[src/hdl/cbu_params.svh]
// offsets, field positions, reset values and step counts of the branch unit
// definitions only; included by the reference package and the design files
`ifndef CBU_PARAMS_SVH
`define CBU_PARAMS_SVH
`define CBU_ADDR_W        8
`define CBU_CTRL_OFS      8'h00
`define CBU_STAT_OFS      8'h04
`define CBU_TAKEN_OFS     8'h08
`define CBU_FALL_OFS      8'h0C
`define CBU_SKIP_OFS      8'h10
`define CBU_CTRL_CNT_EN   0
`define CBU_CTRL_CLR      1
`define CBU_CTRL_RST      1'h1
`define CBU_STAT_READY    0
`define CBU_STAT_TAKEN    1
`define CBU_STAT_FLUSH    2
`define CBU_STAT_OP_LSB   8
`define CBU_FLAG_C        0
`define CBU_FLAG_Z        1
`define CBU_FLAG_N        2
`define CBU_FLAG_V        3
`define CBU_FLAG_H        5
`define CBU_FLAG_T        6
`define CBU_SEQ_STEP      1
`define CBU_REL_STEP      1
`define CBU_SKIP1_STEP    2
`define CBU_SKIP2_STEP    3
`define CBU_TAKEN_EXTRA   2'h1
`define CBU_SKIP1_EXTRA   2'h1
`define CBU_SKIP2_EXTRA   2'h2
`define CBU_CNT_W         32
`endif

[src/hdl/cbu_pkg.sv]
// types shared by the branch unit: decoded operations, carriers
// assumes the decoder delivers one decoded conditional instruction at a time
package cbu_pkg;
	typedef enum logic [4:0] {
		op_none                        = 5'h00,
		op_skip_if_io_bit_set          = 5'h01,
		op_branch_on_flag_set          = 5'h02,
		op_branch_on_flag_clear        = 5'h03,
		op_branch_if_equal             = 5'h04,
		op_branch_if_not_equal         = 5'h05,
		op_branch_if_carry_set         = 5'h06,
		op_branch_if_carry_clear       = 5'h07,
		op_branch_if_same_or_higher    = 5'h08,
		op_branch_if_lower             = 5'h09,
		op_branch_if_minus             = 5'h0A,
		op_branch_if_plus              = 5'h0B,
		op_branch_if_signed_ge         = 5'h0C,
		op_branch_if_signed_lt         = 5'h0D,
		op_branch_if_halfcarry_set     = 5'h0E,
		op_branch_if_halfcarry_clear   = 5'h0F,
		op_branch_if_transfer_bit_set  = 5'h10,
		op_branch_if_transfer_bit_clear = 5'h11
	} cbu_op_e;

	typedef struct packed {
		cbu_op_e    op;
		logic [2:0] flag_sel;
		logic [6:0] offset;
		logic       two_word;
	} cbu_ins_s;

	typedef struct packed {
		logic pc_load;
		logic flush;
		logic taken;
	} cbu_redirect_s;

	typedef enum logic {
		st_idle = 1'b0,
		st_wait = 1'b1
	} cbu_state_e;
endpackage

[src/hdl/cbu_top.sv]
// conditional branch unit: decides redirect of the program counter for
// conditional branches and the skip-on-io-bit instruction, plus counters
// assumes decoder, flags and io bit come from logic on hclk
//
// Overview of operation
// RL1: io bit set skips next, two or three
// RL2: flag set branch adds offset plus one
// RL3: flag clear branch jumps when bit zero
// RL4: equal on zero one, not-equal on zero
// RL5: carry set/lower on one, clear/higher zero
// RL6: minus on negative one, plus on zero
// RL7: signed ge jumps when N xor V zero
// RL8: signed lt jumps when N xor V one
// RL9: half carry set branch on one
// RL10: half carry clear branch on zero
// RL11: transfer bit branches; no flag changed
// RL12: untaken one cycle, taken two, flush one
//
// Implementation choices: the address map and the AHB-Lite register port.
`timescale 1ns/1ps
`include "cbu_params.svh"
module cbu_top
#(
	parameter int PC_W = 16
)
(
	input  wire logic                   hclk,
	input  wire logic                   hresetn,
	input  wire logic                   hsel,
	input  wire logic [31:0]            haddr,
	input  wire logic [1:0]             htrans,
	input  wire logic                   hwrite,
	input  wire logic [2:0]             hsize,
	input  wire logic                   hready,
	input  wire logic [31:0]            hwdata,
	output logic                        hreadyout,
	output logic                        hresp,
	output logic [31:0]                 hrdata,
	input  wire logic                   ins_valid,
	input  wire cbu_pkg::cbu_ins_s      ins,
	input  wire logic [PC_W-1:0]        ins_pc,
	input  wire logic [7:0]             status_register,
	input  wire logic                   io_bit,
	output logic                        ins_ready,
	output cbu_pkg::cbu_redirect_s      redirect,
	output logic [PC_W-1:0]             pc_target
);
	import cbu_pkg::*;

	if (PC_W < 8 || PC_W > 32)
	begin : g_pc_w_check
		$error("cbu_top: PC_W must lie between 8 and 32");
	end

	localparam logic [PC_W-1:0] SEQ_STEP   = PC_W'(`CBU_SEQ_STEP);
	localparam logic [PC_W-1:0] REL_STEP   = PC_W'(`CBU_REL_STEP);
	localparam logic [PC_W-1:0] SKIP1_STEP = PC_W'(`CBU_SKIP1_STEP);
	localparam logic [PC_W-1:0] SKIP2_STEP = PC_W'(`CBU_SKIP2_STEP);

	// bus side
	logic [`CBU_ADDR_W-1:0]  rd_addr;
	logic [31:0]             rd_data;
	logic                    wr_en;
	logic [`CBU_ADDR_W-1:0]  wr_addr;
	logic [31:0]             wr_data;

	// decision
	logic                    cond_true;
	logic                    accept;
	logic                    is_skip;
	logic [PC_W-1:0]         offset_ext;
	logic [PC_W-1:0]         dest;
	logic [1:0]              extra;

	// sequencer state
	cbu_state_e              state_r;
	cbu_state_e              state_nxt;
	logic [1:0]              wait_r;
	logic [1:0]              wait_nxt;
	logic                    ready_r;
	logic                    ready_nxt;
	cbu_redirect_s           redir_r;
	cbu_redirect_s           redir_nxt;
	logic [PC_W-1:0]         target_r;
	logic [PC_W-1:0]         target_nxt;
	cbu_op_e                 last_op_r;
	cbu_op_e                 last_op_nxt;
	logic                    last_taken_r;
	logic                    last_taken_nxt;

	// software state
	logic                    cnt_en_r;
	logic                    cnt_en_nxt;
	logic                    clr_req;
	logic [`CBU_CNT_W-1:0]   taken_cnt_r;
	logic [`CBU_CNT_W-1:0]   taken_cnt_nxt;
	logic [`CBU_CNT_W-1:0]   fall_cnt_r;
	logic [`CBU_CNT_W-1:0]   fall_cnt_nxt;
	logic [`CBU_CNT_W-1:0]   skip_cnt_r;
	logic [`CBU_CNT_W-1:0]   skip_cnt_nxt;

	cbu_ahb_slave u_bus
	(
		.hclk      (hclk),
		.hresetn   (hresetn),
		.hsel      (hsel),
		.haddr     (haddr),
		.htrans    (htrans),
		.hwrite    (hwrite),
		.hsize     (hsize),
		.hready    (hready),
		.hwdata    (hwdata),
		.hreadyout (hreadyout),
		.hresp     (hresp),
		.hrdata    (hrdata),
		.rd_addr   (rd_addr),
		.rd_data   (rd_data),
		.wr_en     (wr_en),
		.wr_addr   (wr_addr),
		.wr_data   (wr_data)
	);

	cbu_cond_eval u_cond
	(
		.op              (ins.op),
		.flag_sel        (ins.flag_sel),
		.status_register (status_register),
		.io_bit          (io_bit),
		.taken           (cond_true)
	);

	assign accept     = ins_valid & ready_r;
	assign is_skip    = (ins.op == op_skip_if_io_bit_set);
	assign offset_ext = PC_W'(signed'(ins.offset));

	// destination and number of discarded cycles
	always_comb
	begin
		if (!cond_true)
		begin
			dest  = ins_pc + SEQ_STEP; // RL12
			extra = 2'h0;              // RL12
		end
		else if (is_skip)
		begin
			// a two-word follower needs one more step and one more cycle
			dest  = ins_pc + (ins.two_word ? SKIP2_STEP : SKIP1_STEP);          // RL1
			extra = ins.two_word ? `CBU_SKIP2_EXTRA : `CBU_SKIP1_EXTRA;         // RL1
		end
		else
		begin
			dest  = ins_pc + offset_ext + REL_STEP; // RL2
			extra = `CBU_TAKEN_EXTRA;               // RL12
		end
	end

	// sequencer: ready drops for the discarded cycles
	always_comb
	begin
		state_nxt      = state_r;
		wait_nxt       = wait_r;
		ready_nxt      = ready_r;
		redir_nxt      = '0;
		target_nxt     = target_r;
		last_op_nxt    = last_op_r;
		last_taken_nxt = last_taken_r;
		unique case (state_r)
			st_idle:
			begin
				if (accept)
				begin
					redir_nxt.pc_load = 1'b1;
					redir_nxt.taken   = cond_true;
					target_nxt        = dest;
					last_op_nxt       = ins.op;
					last_taken_nxt    = cond_true;
					if (extra != 2'h0)
					begin
						state_nxt       = st_wait;
						wait_nxt        = extra;
						ready_nxt       = 1'b0;
						redir_nxt.flush = 1'b1; // RL12
					end
				end
			end
			st_wait:
			begin
				if (wait_r == 2'h1)
				begin
					state_nxt = st_idle;
					wait_nxt  = 2'h0;
					ready_nxt = 1'b1;
				end
				else
				begin
					wait_nxt        = wait_r - 2'h1;
					redir_nxt.flush = 1'b1; // RL1
				end
			end
		endcase
	end

	always_ff @(posedge hclk or negedge hresetn)
	begin
		if (!hresetn)
		begin
			state_r      <= st_idle;
			wait_r       <= 2'h0;
			ready_r      <= 1'b1;
			redir_r      <= '0;
			target_r     <= '0;
			last_op_r    <= op_none;
			last_taken_r <= 1'b0;
		end
		else
		begin
			state_r      <= state_nxt;
			wait_r       <= wait_nxt;
			ready_r      <= ready_nxt;
			redir_r      <= redir_nxt;
			target_r     <= target_nxt;
			last_op_r    <= last_op_nxt;
			last_taken_r <= last_taken_nxt;
		end
	end

	assign ins_ready = ready_r;
	assign redirect  = redir_r;
	assign pc_target = target_r;

	// control and counters; an event in the clearing cycle still counts
	assign clr_req = wr_en & (wr_addr == `CBU_CTRL_OFS) & wr_data[`CBU_CTRL_CLR];

	always_comb
	begin
		cnt_en_nxt    = cnt_en_r;
		taken_cnt_nxt = clr_req ? '0 : taken_cnt_r;
		fall_cnt_nxt  = clr_req ? '0 : fall_cnt_r;
		skip_cnt_nxt  = clr_req ? '0 : skip_cnt_r;
		if (wr_en && wr_addr == `CBU_CTRL_OFS)
		begin
			cnt_en_nxt = wr_data[`CBU_CTRL_CNT_EN];
		end
		if (accept && cnt_en_r)
		begin
			if (!cond_true)
			begin
				fall_cnt_nxt = fall_cnt_nxt + `CBU_CNT_W'(1);
			end
			else if (is_skip)
			begin
				skip_cnt_nxt = skip_cnt_nxt + `CBU_CNT_W'(1);
			end
			else
			begin
				taken_cnt_nxt = taken_cnt_nxt + `CBU_CNT_W'(1);
			end
		end
	end

	always_ff @(posedge hclk or negedge hresetn)
	begin
		if (!hresetn)
		begin
			cnt_en_r    <= `CBU_CTRL_RST;
			taken_cnt_r <= '0;
			fall_cnt_r  <= '0;
			skip_cnt_r  <= '0;
		end
		else
		begin
			cnt_en_r    <= cnt_en_nxt;
			taken_cnt_r <= taken_cnt_nxt;
			fall_cnt_r  <= fall_cnt_nxt;
			skip_cnt_r  <= skip_cnt_nxt;
		end
	end

	// read mux; unmapped offsets read zero
	always_comb
	begin
		rd_data = 32'h0000_0000;
		unique case (rd_addr)
			`CBU_CTRL_OFS:
			begin
				rd_data[`CBU_CTRL_CNT_EN] = cnt_en_r;
			end
			`CBU_STAT_OFS:
			begin
				rd_data[`CBU_STAT_READY] = ready_r;
				rd_data[`CBU_STAT_TAKEN] = last_taken_r;
				rd_data[`CBU_STAT_FLUSH] = redir_r.flush;
				rd_data[`CBU_STAT_OP_LSB +: 5] = last_op_r;
			end
			`CBU_TAKEN_OFS:
			begin
				rd_data = taken_cnt_r;
			end
			`CBU_FALL_OFS:
			begin
				rd_data = fall_cnt_r;
			end
			`CBU_SKIP_OFS:
			begin
				rd_data = skip_cnt_r;
			end
			default:
			begin
				rd_data = 32'h0000_0000;
			end
		endcase
	end
endmodule

[src/hdl/cbu_cond_eval.sv]
// condition test of one decoded branch or skip against the status flags
// assumes status_register and io_bit are stable for the cycle of the test
`timescale 1ns/1ps
`include "cbu_params.svh"
module cbu_cond_eval
(
	input  wire cbu_pkg::cbu_op_e op,
	input  wire logic [2:0]       flag_sel,
	input  wire logic [7:0]       status_register,
	input  wire logic             io_bit,
	output logic                  taken
);
	import cbu_pkg::*;

	logic flag_c;
	logic flag_z;
	logic flag_n;
	logic flag_v;

	assign flag_c = status_register[`CBU_FLAG_C];
	assign flag_z = status_register[`CBU_FLAG_Z];
	assign flag_n = status_register[`CBU_FLAG_N];
	assign flag_v = status_register[`CBU_FLAG_V];

	// the flags are only read, never written back
	always_comb
	begin
		unique case (op)
			op_skip_if_io_bit_set:           taken = io_bit;                        // RL1
			op_branch_on_flag_set:           taken = status_register[flag_sel];     // RL2
			op_branch_on_flag_clear:         taken = ~status_register[flag_sel];    // RL3
			op_branch_if_equal:              taken = flag_z;                        // RL4
			op_branch_if_not_equal:          taken = ~flag_z;                       // RL4
			op_branch_if_carry_set:          taken = flag_c;                        // RL5
			op_branch_if_lower:              taken = flag_c;                        // RL5
			op_branch_if_carry_clear:        taken = ~flag_c;                       // RL5
			op_branch_if_same_or_higher:     taken = ~flag_c;                       // RL5
			op_branch_if_minus:              taken = flag_n;                        // RL6
			op_branch_if_plus:               taken = ~flag_n;                       // RL6
			op_branch_if_signed_ge:          taken = ~(flag_n ^ flag_v);            // RL7
			op_branch_if_signed_lt:          taken = flag_n ^ flag_v;               // RL8
			op_branch_if_halfcarry_set:      taken = status_register[`CBU_FLAG_H];  // RL9
			op_branch_if_halfcarry_clear:    taken = ~status_register[`CBU_FLAG_H]; // RL10
			op_branch_if_transfer_bit_set:   taken = status_register[`CBU_FLAG_T];  // RL11
			op_branch_if_transfer_bit_clear: taken = ~status_register[`CBU_FLAG_T]; // RL11
			default:                         taken = 1'b0;
		endcase
	end
endmodule

[src/hdl/cbu_ahb_slave.sv]
// zero-wait AHB-Lite slave front end of the branch unit registers
// assumes the register file answers reads combinationally from rd_addr
`timescale 1ns/1ps
`include "cbu_params.svh"
module cbu_ahb_slave
(
	input  wire logic                   hclk,
	input  wire logic                   hresetn,
	input  wire logic                   hsel,
	input  wire logic [31:0]            haddr,
	input  wire logic [1:0]             htrans,
	input  wire logic                   hwrite,
	input  wire logic [2:0]             hsize,
	input  wire logic                   hready,
	input  wire logic [31:0]            hwdata,
	output logic                        hreadyout,
	output logic                        hresp,
	output logic [31:0]                 hrdata,
	output logic [`CBU_ADDR_W-1:0]      rd_addr,
	input  wire logic [31:0]            rd_data,
	output logic                        wr_en,
	output logic [`CBU_ADDR_W-1:0]      wr_addr,
	output logic [31:0]                 wr_data
);
	logic                   acc;
	logic                   wr_pend_r;
	logic                   wr_pend_nxt;
	logic [`CBU_ADDR_W-1:0] wr_addr_r;
	logic [`CBU_ADDR_W-1:0] wr_addr_nxt;
	logic [31:0]            hrdata_r;
	logic [31:0]            hrdata_nxt;

	// only whole-word transfers are served; narrower ones read zero
	assign acc     = hsel & htrans[1] & hready & (hsize == 3'h2);
	assign rd_addr = haddr[`CBU_ADDR_W-1:0];

	always_comb
	begin
		wr_pend_nxt = acc & hwrite;
		wr_addr_nxt = acc ? haddr[`CBU_ADDR_W-1:0] : wr_addr_r;
		hrdata_nxt  = (acc & ~hwrite) ? rd_data : 32'h0000_0000;
	end

	always_ff @(posedge hclk or negedge hresetn)
	begin
		if (!hresetn)
		begin
			wr_pend_r <= 1'b0;
			wr_addr_r <= '0;
			hrdata_r  <= 32'h0000_0000;
		end
		else
		begin
			wr_pend_r <= wr_pend_nxt;
			wr_addr_r <= wr_addr_nxt;
			hrdata_r  <= hrdata_nxt;
		end
	end

	assign hreadyout = 1'b1;
	assign hresp     = 1'b0;
	assign hrdata    = hrdata_r;
	assign wr_en     = wr_pend_r;
	assign wr_addr   = wr_addr_r;
	assign wr_data   = hwdata;
endmodule

[config.mk]
export PLATFORM = sky130hd
export DESIGN_NAME = cbu_top
export DESIGN_NICKNAME = d
export VERILOG_FILES = /design/src/hdl/cbu_pkg.sv /design/src/hdl/cbu_top.sv /design/src/hdl/cbu_cond_eval.sv /design/src/hdl/cbu_ahb_slave.sv
export VERILOG_INCLUDE_DIRS = /design/src /design/src/hdl
export SDC_FILE = /design/constraint.sdc
export NUM_CORES = 1
export LEC_CHECK = 0
export ABC_AREA = 1
export BUFFER_PORTS_ARGS = -buffer_cell sky130_fd_sc_hd__buf_2
export CAP_MARGIN = 20
export CORE_MARGIN = 5
export CORE_UTILIZATION = 35
export DETAILED_ROUTE_END_ITERATION = 7
export SYNTH_ARGS = -nofsm -noshare
export SYNTH_HDL_FRONTEND = slang
export SYNTH_SLANG_ARGS = --single-unit
export TNS_END_PERCENT = 30
[constraint.sdc]
create_clock -name hclk -period 4.3 [get_ports hclk]
set_clock_uncertainty 0.15 [all_clocks]
set_input_delay 0.645 -clock hclk [delete_from_list [all_inputs] [get_ports hclk]]
set_output_delay 0.645 -clock hclk [all_outputs]
set_load 0.01 [all_outputs]
* Yosys cells after proc, flatten, opt, wreduce, memory -nomap -nowiden
Index checks and enable logic that the tools add are counted.
** Word-level totals
- Logic and storage cells :: 121
- Output and inout port bits :: 54
- Latch bits :: 0
- ROM bits :: 0
- Memory bits (writable) :: 0
- Register bits :: 167
- Memories kept :: 0
- Input port bits :: 116
** Cells by class
- Div/mod/pow operators :: 0
- Shifts and indexed selects :: 0
- Bitwise gates (word level) :: 18
- $add $sub $neg :: 8
- Reductions and logical operators :: 10
- Equal/unequal tests :: 26
- Magnitude comparators :: 1
- Multiply operators :: 0
- Mux-type cells :: 42
** Operator list (count)
- $mux W32 :: 12
- $add A32 B1 Y32 const B :: 3
- $pmux W19 S3 :: 1
- $eq A5 B4 Y1 const B :: 8
- $add A16 B1 Y16 const B :: 2
- $mux W16 :: 2
- $eq A5 B3 Y1 const B :: 4
- $pmux W5 S4 :: 1
- $add A16 B16 Y16 :: 1
- $add A16 B2 Y16 :: 1
- $eq A8 B4 Y1 const B :: 2
- $logic_not A8 Y1 :: 2
- $pmux W1 S15 :: 1
- $pmux W5 S3 :: 1
- $mux W2 :: 6
- $eq A5 B2 Y1 const B :: 2
- $eq A5 B5 Y1 const B :: 2
- $mux W1 :: 10
- $not A1 Y1 :: 9
- $and A1 B1 Y1 :: 8
- $eq A8 B3 Y1 const B :: 1
- $eq A8 B5 Y1 const B :: 1
- $pmux W2 S4 :: 1
- $pmux W1 S2 :: 3
- 17 further kinds :: 21

* Longest topological paths before layout
- Depth in word-level cells :: 9
- Depth in mapped cells :: 23

* Hierarchy
From an unflattened synthesis, not the netlist that was laid out.
** Unflattened totals
- Cell total of the unflattened synthesis :: 1661
- Area, all modules :: 11911.4 um2
** Modules (own cells, without submodules)
- cbu_top :: area an instance 9606.7 um2, times used 1, cells an instance 1378
- cbu_ahb_slave :: area an instance 1901.8 um2, times used 1, cells an instance 189
- cbu_cond_eval :: area an instance 402.9 um2, times used 1, cells an instance 94

* Least setup slack after synthesis
OpenSTA, ideal clock, no wires.
- Kind :: input port to flip-flop
- From :: input hwdata[1]
- To :: register taken_cnt_r[28]
- Path buffers :: 4
- Setup time :: 113 ps
- Stages on the path :: 19
- Required time :: 4037 ps
- Path slack :: 1095 ps
- Data arrival time :: 2943 ps
- Path through :: nand3_2 > buf_4 > buf_6 > buf_2 > buf_1 > nand2_1 > inv_1 > ha_1 > inv_1 > nor4_1 > nand2_1 > nor2_1 > nand4_1 > nor2_4 > nand2_2 > nor2_4 > nand3_1 > nand2_1 > inv_1
** On the way
- Word-level cells in the longest chain between the ends :: 6
** Ends and longest elaborated chain
- from (decl) :: RTL line cbu_top.sv:35 : input wire logic [31:0] hwdata,
- $and A1 B1 Y1 * :: RTL line cbu_top.sv:232 : assign clr_req = wr_en & (wr_addr == `CBU_CTRL_OFS) & wr_data[`CBU_CTRL_CLR];
- $mux W32 * :: RTL line cbu_top.sv:237 : taken_cnt_nxt = clr_req ? '0 : taken_cnt_r;
- $add A32 B1 Y32 :: RTL line cbu_top.sv:256 : taken_cnt_nxt = taken_cnt_nxt + `CBU_CNT_W'(1);
- $mux W32 :: RTL line cbu_top.sv:250 : else if (is_skip)
- $mux W32 :: RTL line cbu_top.sv:246 : if (!cond_true)
- $mux W32 * :: RTL line cbu_top.sv:244 : if (accept && cnt_en_r)
- net taken_cnt_nxt[28] :: RTL line cbu_top.sv:96 : logic [`CBU_CNT_W-1:0] taken_cnt_nxt;
- to (signal assigned) :: RTL line cbu_top.sv:273 : taken_cnt_r <= taken_cnt_nxt;
- to (decl) :: RTL line cbu_top.sv:95 : logic [`CBU_CNT_W-1:0] taken_cnt_r;
Mark *: on every way through the listed nets, which the timed path passes. The rest lies on a longest branch.
A chain may end at the register's enable or synchronous reset.

* Worst setup path in the final report
- From :: register u_bus.wr_pend_r, in the netlist u_bus.wr_en
- To :: register fall_cnt_r[25]
** On the way
- Word-level cells in the longest chain between the ends :: 6
** Ends and longest elaborated chain
- from (decl) :: RTL line cbu_ahb_slave.sv:26 : logic wr_pend_r;
- from (signal assigned) :: RTL line cbu_ahb_slave.sv:54 : wr_pend_r <= wr_pend_nxt;
- $and A1 B1 Y1 * (2 in a row) :: RTL line cbu_top.sv:232
- $mux W32 * :: RTL line cbu_top.sv:238 : fall_cnt_nxt = clr_req ? '0 : fall_cnt_r;
- $add A32 B1 Y32 :: RTL line cbu_top.sv:248 : fall_cnt_nxt = fall_cnt_nxt + `CBU_CNT_W'(1);
- $mux W32 :: RTL line cbu_top.sv:246
- $mux W32 * :: RTL line cbu_top.sv:244
- net fall_cnt_nxt[25] :: RTL line cbu_top.sv:98 : logic [`CBU_CNT_W-1:0] fall_cnt_nxt;
- to (signal assigned) :: RTL line cbu_top.sv:274 : fall_cnt_r <= fall_cnt_nxt;
- to (decl) :: RTL line cbu_top.sv:97 : logic [`CBU_CNT_W-1:0] fall_cnt_r;
Marked as above.

==> flow_metrics.tcl <==
set metrics [dict create \
    syn_inst 1552 \
    vias_per_cell 4.94 \
    syn_nets 1691 \
    total_power_mw 4.32 \
    rsz0062_at_grt "false" \
    fmax_mhz 331 \
    synth_most_common_cell "nand2_1" \
    synth.distinct_cells 56 \
    max_stage_delay_ps 500 \
    maxCapViolations 0 \
    start_kind "flop" \
    cts_buffers 17 \
    yosys.area_share.simple_pct 33.3 \
    finalWirelength_mm 32.1 \
    setup_tns_ps 0 \
    crit_required_ps 4480 \
    drt_pre_antenna_iters 5 \
    areaGrowthSynthToFinish_pct 15.3 \
    synth_seq_area_share_pct 37.7 \
    synth_seq_cells 166 \
    cts.path.max_buffers 2 \
    fin_util_pct 40.6 \
    tightest_slew_ps 774 \
    n_fill_cell 3228 \
    relSlewSlack_pct 48.1 \
    cts_max_level 4 \
    syn_area_per_cell_um2 7.11 \
    io_pins 170 \
    synth_edf_count 0 \
    die_w_um 188 \
    drtIter0Drc 683 \
    yosysWarnings 0 \
    grt_max_degree 77 \
    synthAdderAreaFrac_pct 2.68 \
    core-area_um2 31300 \
    hold_viol_final 0 \
    synth_xor_area_share_pct 7.62 \
    power.leakage_nw 6.41 \
    worstSetupStartpoint "u_bus.wr_en$_DFF_PN0_" \
    synth_area_um2 11000 \
    synth_top_family_by_area "simple AND/OR/NAND/NOR gates" \
    root_buffer "clkbuf_16" \
    maxSlewViolCount 0 \
    ys.flop_type "dfrtp_1" \
    start_util_pct 35.2 \
    cp.arrival_ps 3200 \
    yosysTopAreaCellShare_pct 37.2 \
    crit_path_top_delay_cell "buf_4" \
    async_flop_share_pct 100 \
    vdd.ir_drop.worst_v 0.000284 \
    antenna_found_initial 0 \
    cts.repair.resized 0 \
    fp.dieH_um 188 \
    antennaDiodeCount 0 \
    cts_tree "done" \
    synth.area.top_cells "dfrtp_1 (37%), nand2_1 (14%), inv_1 (8.2%)" \
    status "completed" \
    period_minus_slack_ps 3020 \
    period_share_pct 70.3 \
    synth-compound-area-share_pct 8.08 \
    setup_viol 0 \
    dpl.hpwl_mm 24.3 \
    drive_gt1_share_pct 13.1 \
    final_nets 1801 \
    yosys-top-cells-count "nand2_1 (403), inv_1 (242), dfrtp_1 (164), nor2_1 (164), nand3_1 (134)" \
    routabilityCongestion 0.925 \
    worstReg2RegStart "u_bus.wr_en$_DFF_PN0_" \
    worstSetupPathType "reg2reg" \
    globalRouteTotalUtil_pct 18.3 \
    numClockSinks 166 \
    crit_path_cell_trace "nor3b_1 > nand3_4 > buf_4 > nand2_1 > nor2_1 > nand3_1 > nor2_4 > nand2_2 > nor2_4 > nand2_1 > xor2_1" \
    dieArea_um2 35200 \
    path_clk_slew_ps 70 \
    antenna_left 0 \
    cp_max_fo 50 \
    place.port_buffers 112 \
    holdBufCountCts 0 \
    synth.area.mux_share_pct 0.306 \
    grt_pass1_vias 10100 \
    gr-total-overflow 0 \
    min_path_type "in2async" \
    grt_pass1_wl_mm 52.1 \
    vias 10300 \
    num_rows 65 \
    yosysTopAreaCell "dfrtp_1" \
    drc 0 \
    cp-end-kind "flop" \
    power_density_nw_per_um2 339 \
    wire_per_inst_um 15.5 \
    cts_setup_buffers 0 \
    insertion_delay_ps 440 \
]
[state kept, by name, summed over array words and instances (netlist names), 2 cells and up]
signal	count
fall_cnt_r	32
last_op_r	5
pc_target	16
redirect	3
skip_cnt_r	32
taken_cnt_r	32
u_bus.hrdata	32
u_bus.wr_addr	8
wait_r	2
[cells in the final DEF, fill, tap and decap left out, types with 5 or more instances in the layout]
cell type / instances
nor2_1: 164
nor4_1: 6
nor3_1: 31
ha_1: 22
xor2_1: 71
nor2_4: 6
a31oi_1: 11
dfrtp_1: 164
o211ai_1: 12
or2_2: 6
clkbuf_16: 17
a32o_1: 5
nand2_1: 403
inv_2: 6
nand3_1: 134
buf_2: 111
bufinv_16: 5
nand3b_1: 9
nor3_2: 5
o22ai_1: 6
o21ai_0: 56
xnor2_1: 25
nand4_1: 25
a21oi_1: 45
inv_6: 5
nor2_2: 8
nand2_2: 8
buf_4: 14
inv_1: 242
[report_power, final]
part           switching (mW)  total (mW)  leakage, nW  internal (mW)
combinational           0.493       0.776         3.84          0.283
clock                   0.680        1.72        0.315           1.04
sequential              0.107        1.82         2.25           1.72
[worst max-delay path: cells and delay by family, from the launching register on]
kind	cells	cell delay [ps]
simple gates	9	1740
flops	1	360
buf+inv	1	500
xor+xnor	1	140
[routing by layer]
metal  routed length [um]  global-route usage, %
met2                15200                   30.9
met1                14300                   23.7
met3                 1600                   2.83
met5                    0                      0
met4                 1030                   6.97
[worst paths after layout]
check	to	slack, ps	depth (start not counted)
max	fall_cnt_r[25]$_DFF_PN0_	1280	11
min	fall_cnt_r[3]$_DFF_PN0_	100	1
max reg2reg	fall_cnt_r[25]$_DFF_PN0_	1280	11
min reg2reg	pc_target[12]$_DFFE_PN0P_	330	2
max in group asynchronous	u_bus.hrdata[22]$_DFF_PN0_	3030	2
min in group hclk	u_bus.wr_en$_DFF_PN0_	280	3
[metrics by stage]
step / setup slack [ps] / hold WS [ps] / cell area, um2 / cells
3_5_place_dp: 1070 / 313 / 12100 / 2045
4_1_cts: 1300 / 114 / 12700 / 2077
6_report: 1280 / 104 / 12700 / 2077
3_3_place_gp: 1100 / 313 / 12100 / 2045
5_1_grt: 980 / 149 / 12700 / 2077
2_1_floorplan: 1090 / 199 / 11000 / 1552
[final cells by class]
class / instances / area (um2) / share of cell area, %
inverters: 251 / 943 / 7.42
well taps: 402 / 503 / 3.96
clock buffers: 17 / 425 / 3.35
repair buffers: 128 / 712 / 5.60
multi-input cells: 1098 / 5750 / 45.2
flip-flops and latches: 166 / 4160 / 32.7
clock inverters: 15 / 224 / 1.76
[logic make-up after synthesis]
logic type	Yosys count
other	2
buffers and inverters	288
muxes	3
xor gates and xnor gates	96
AOI/OAI and AO/OA	152
adders and majority gates	23
and+or+nand+nor	822
DFF	166
No activity file was read; power rests on OpenSTA's default activity.
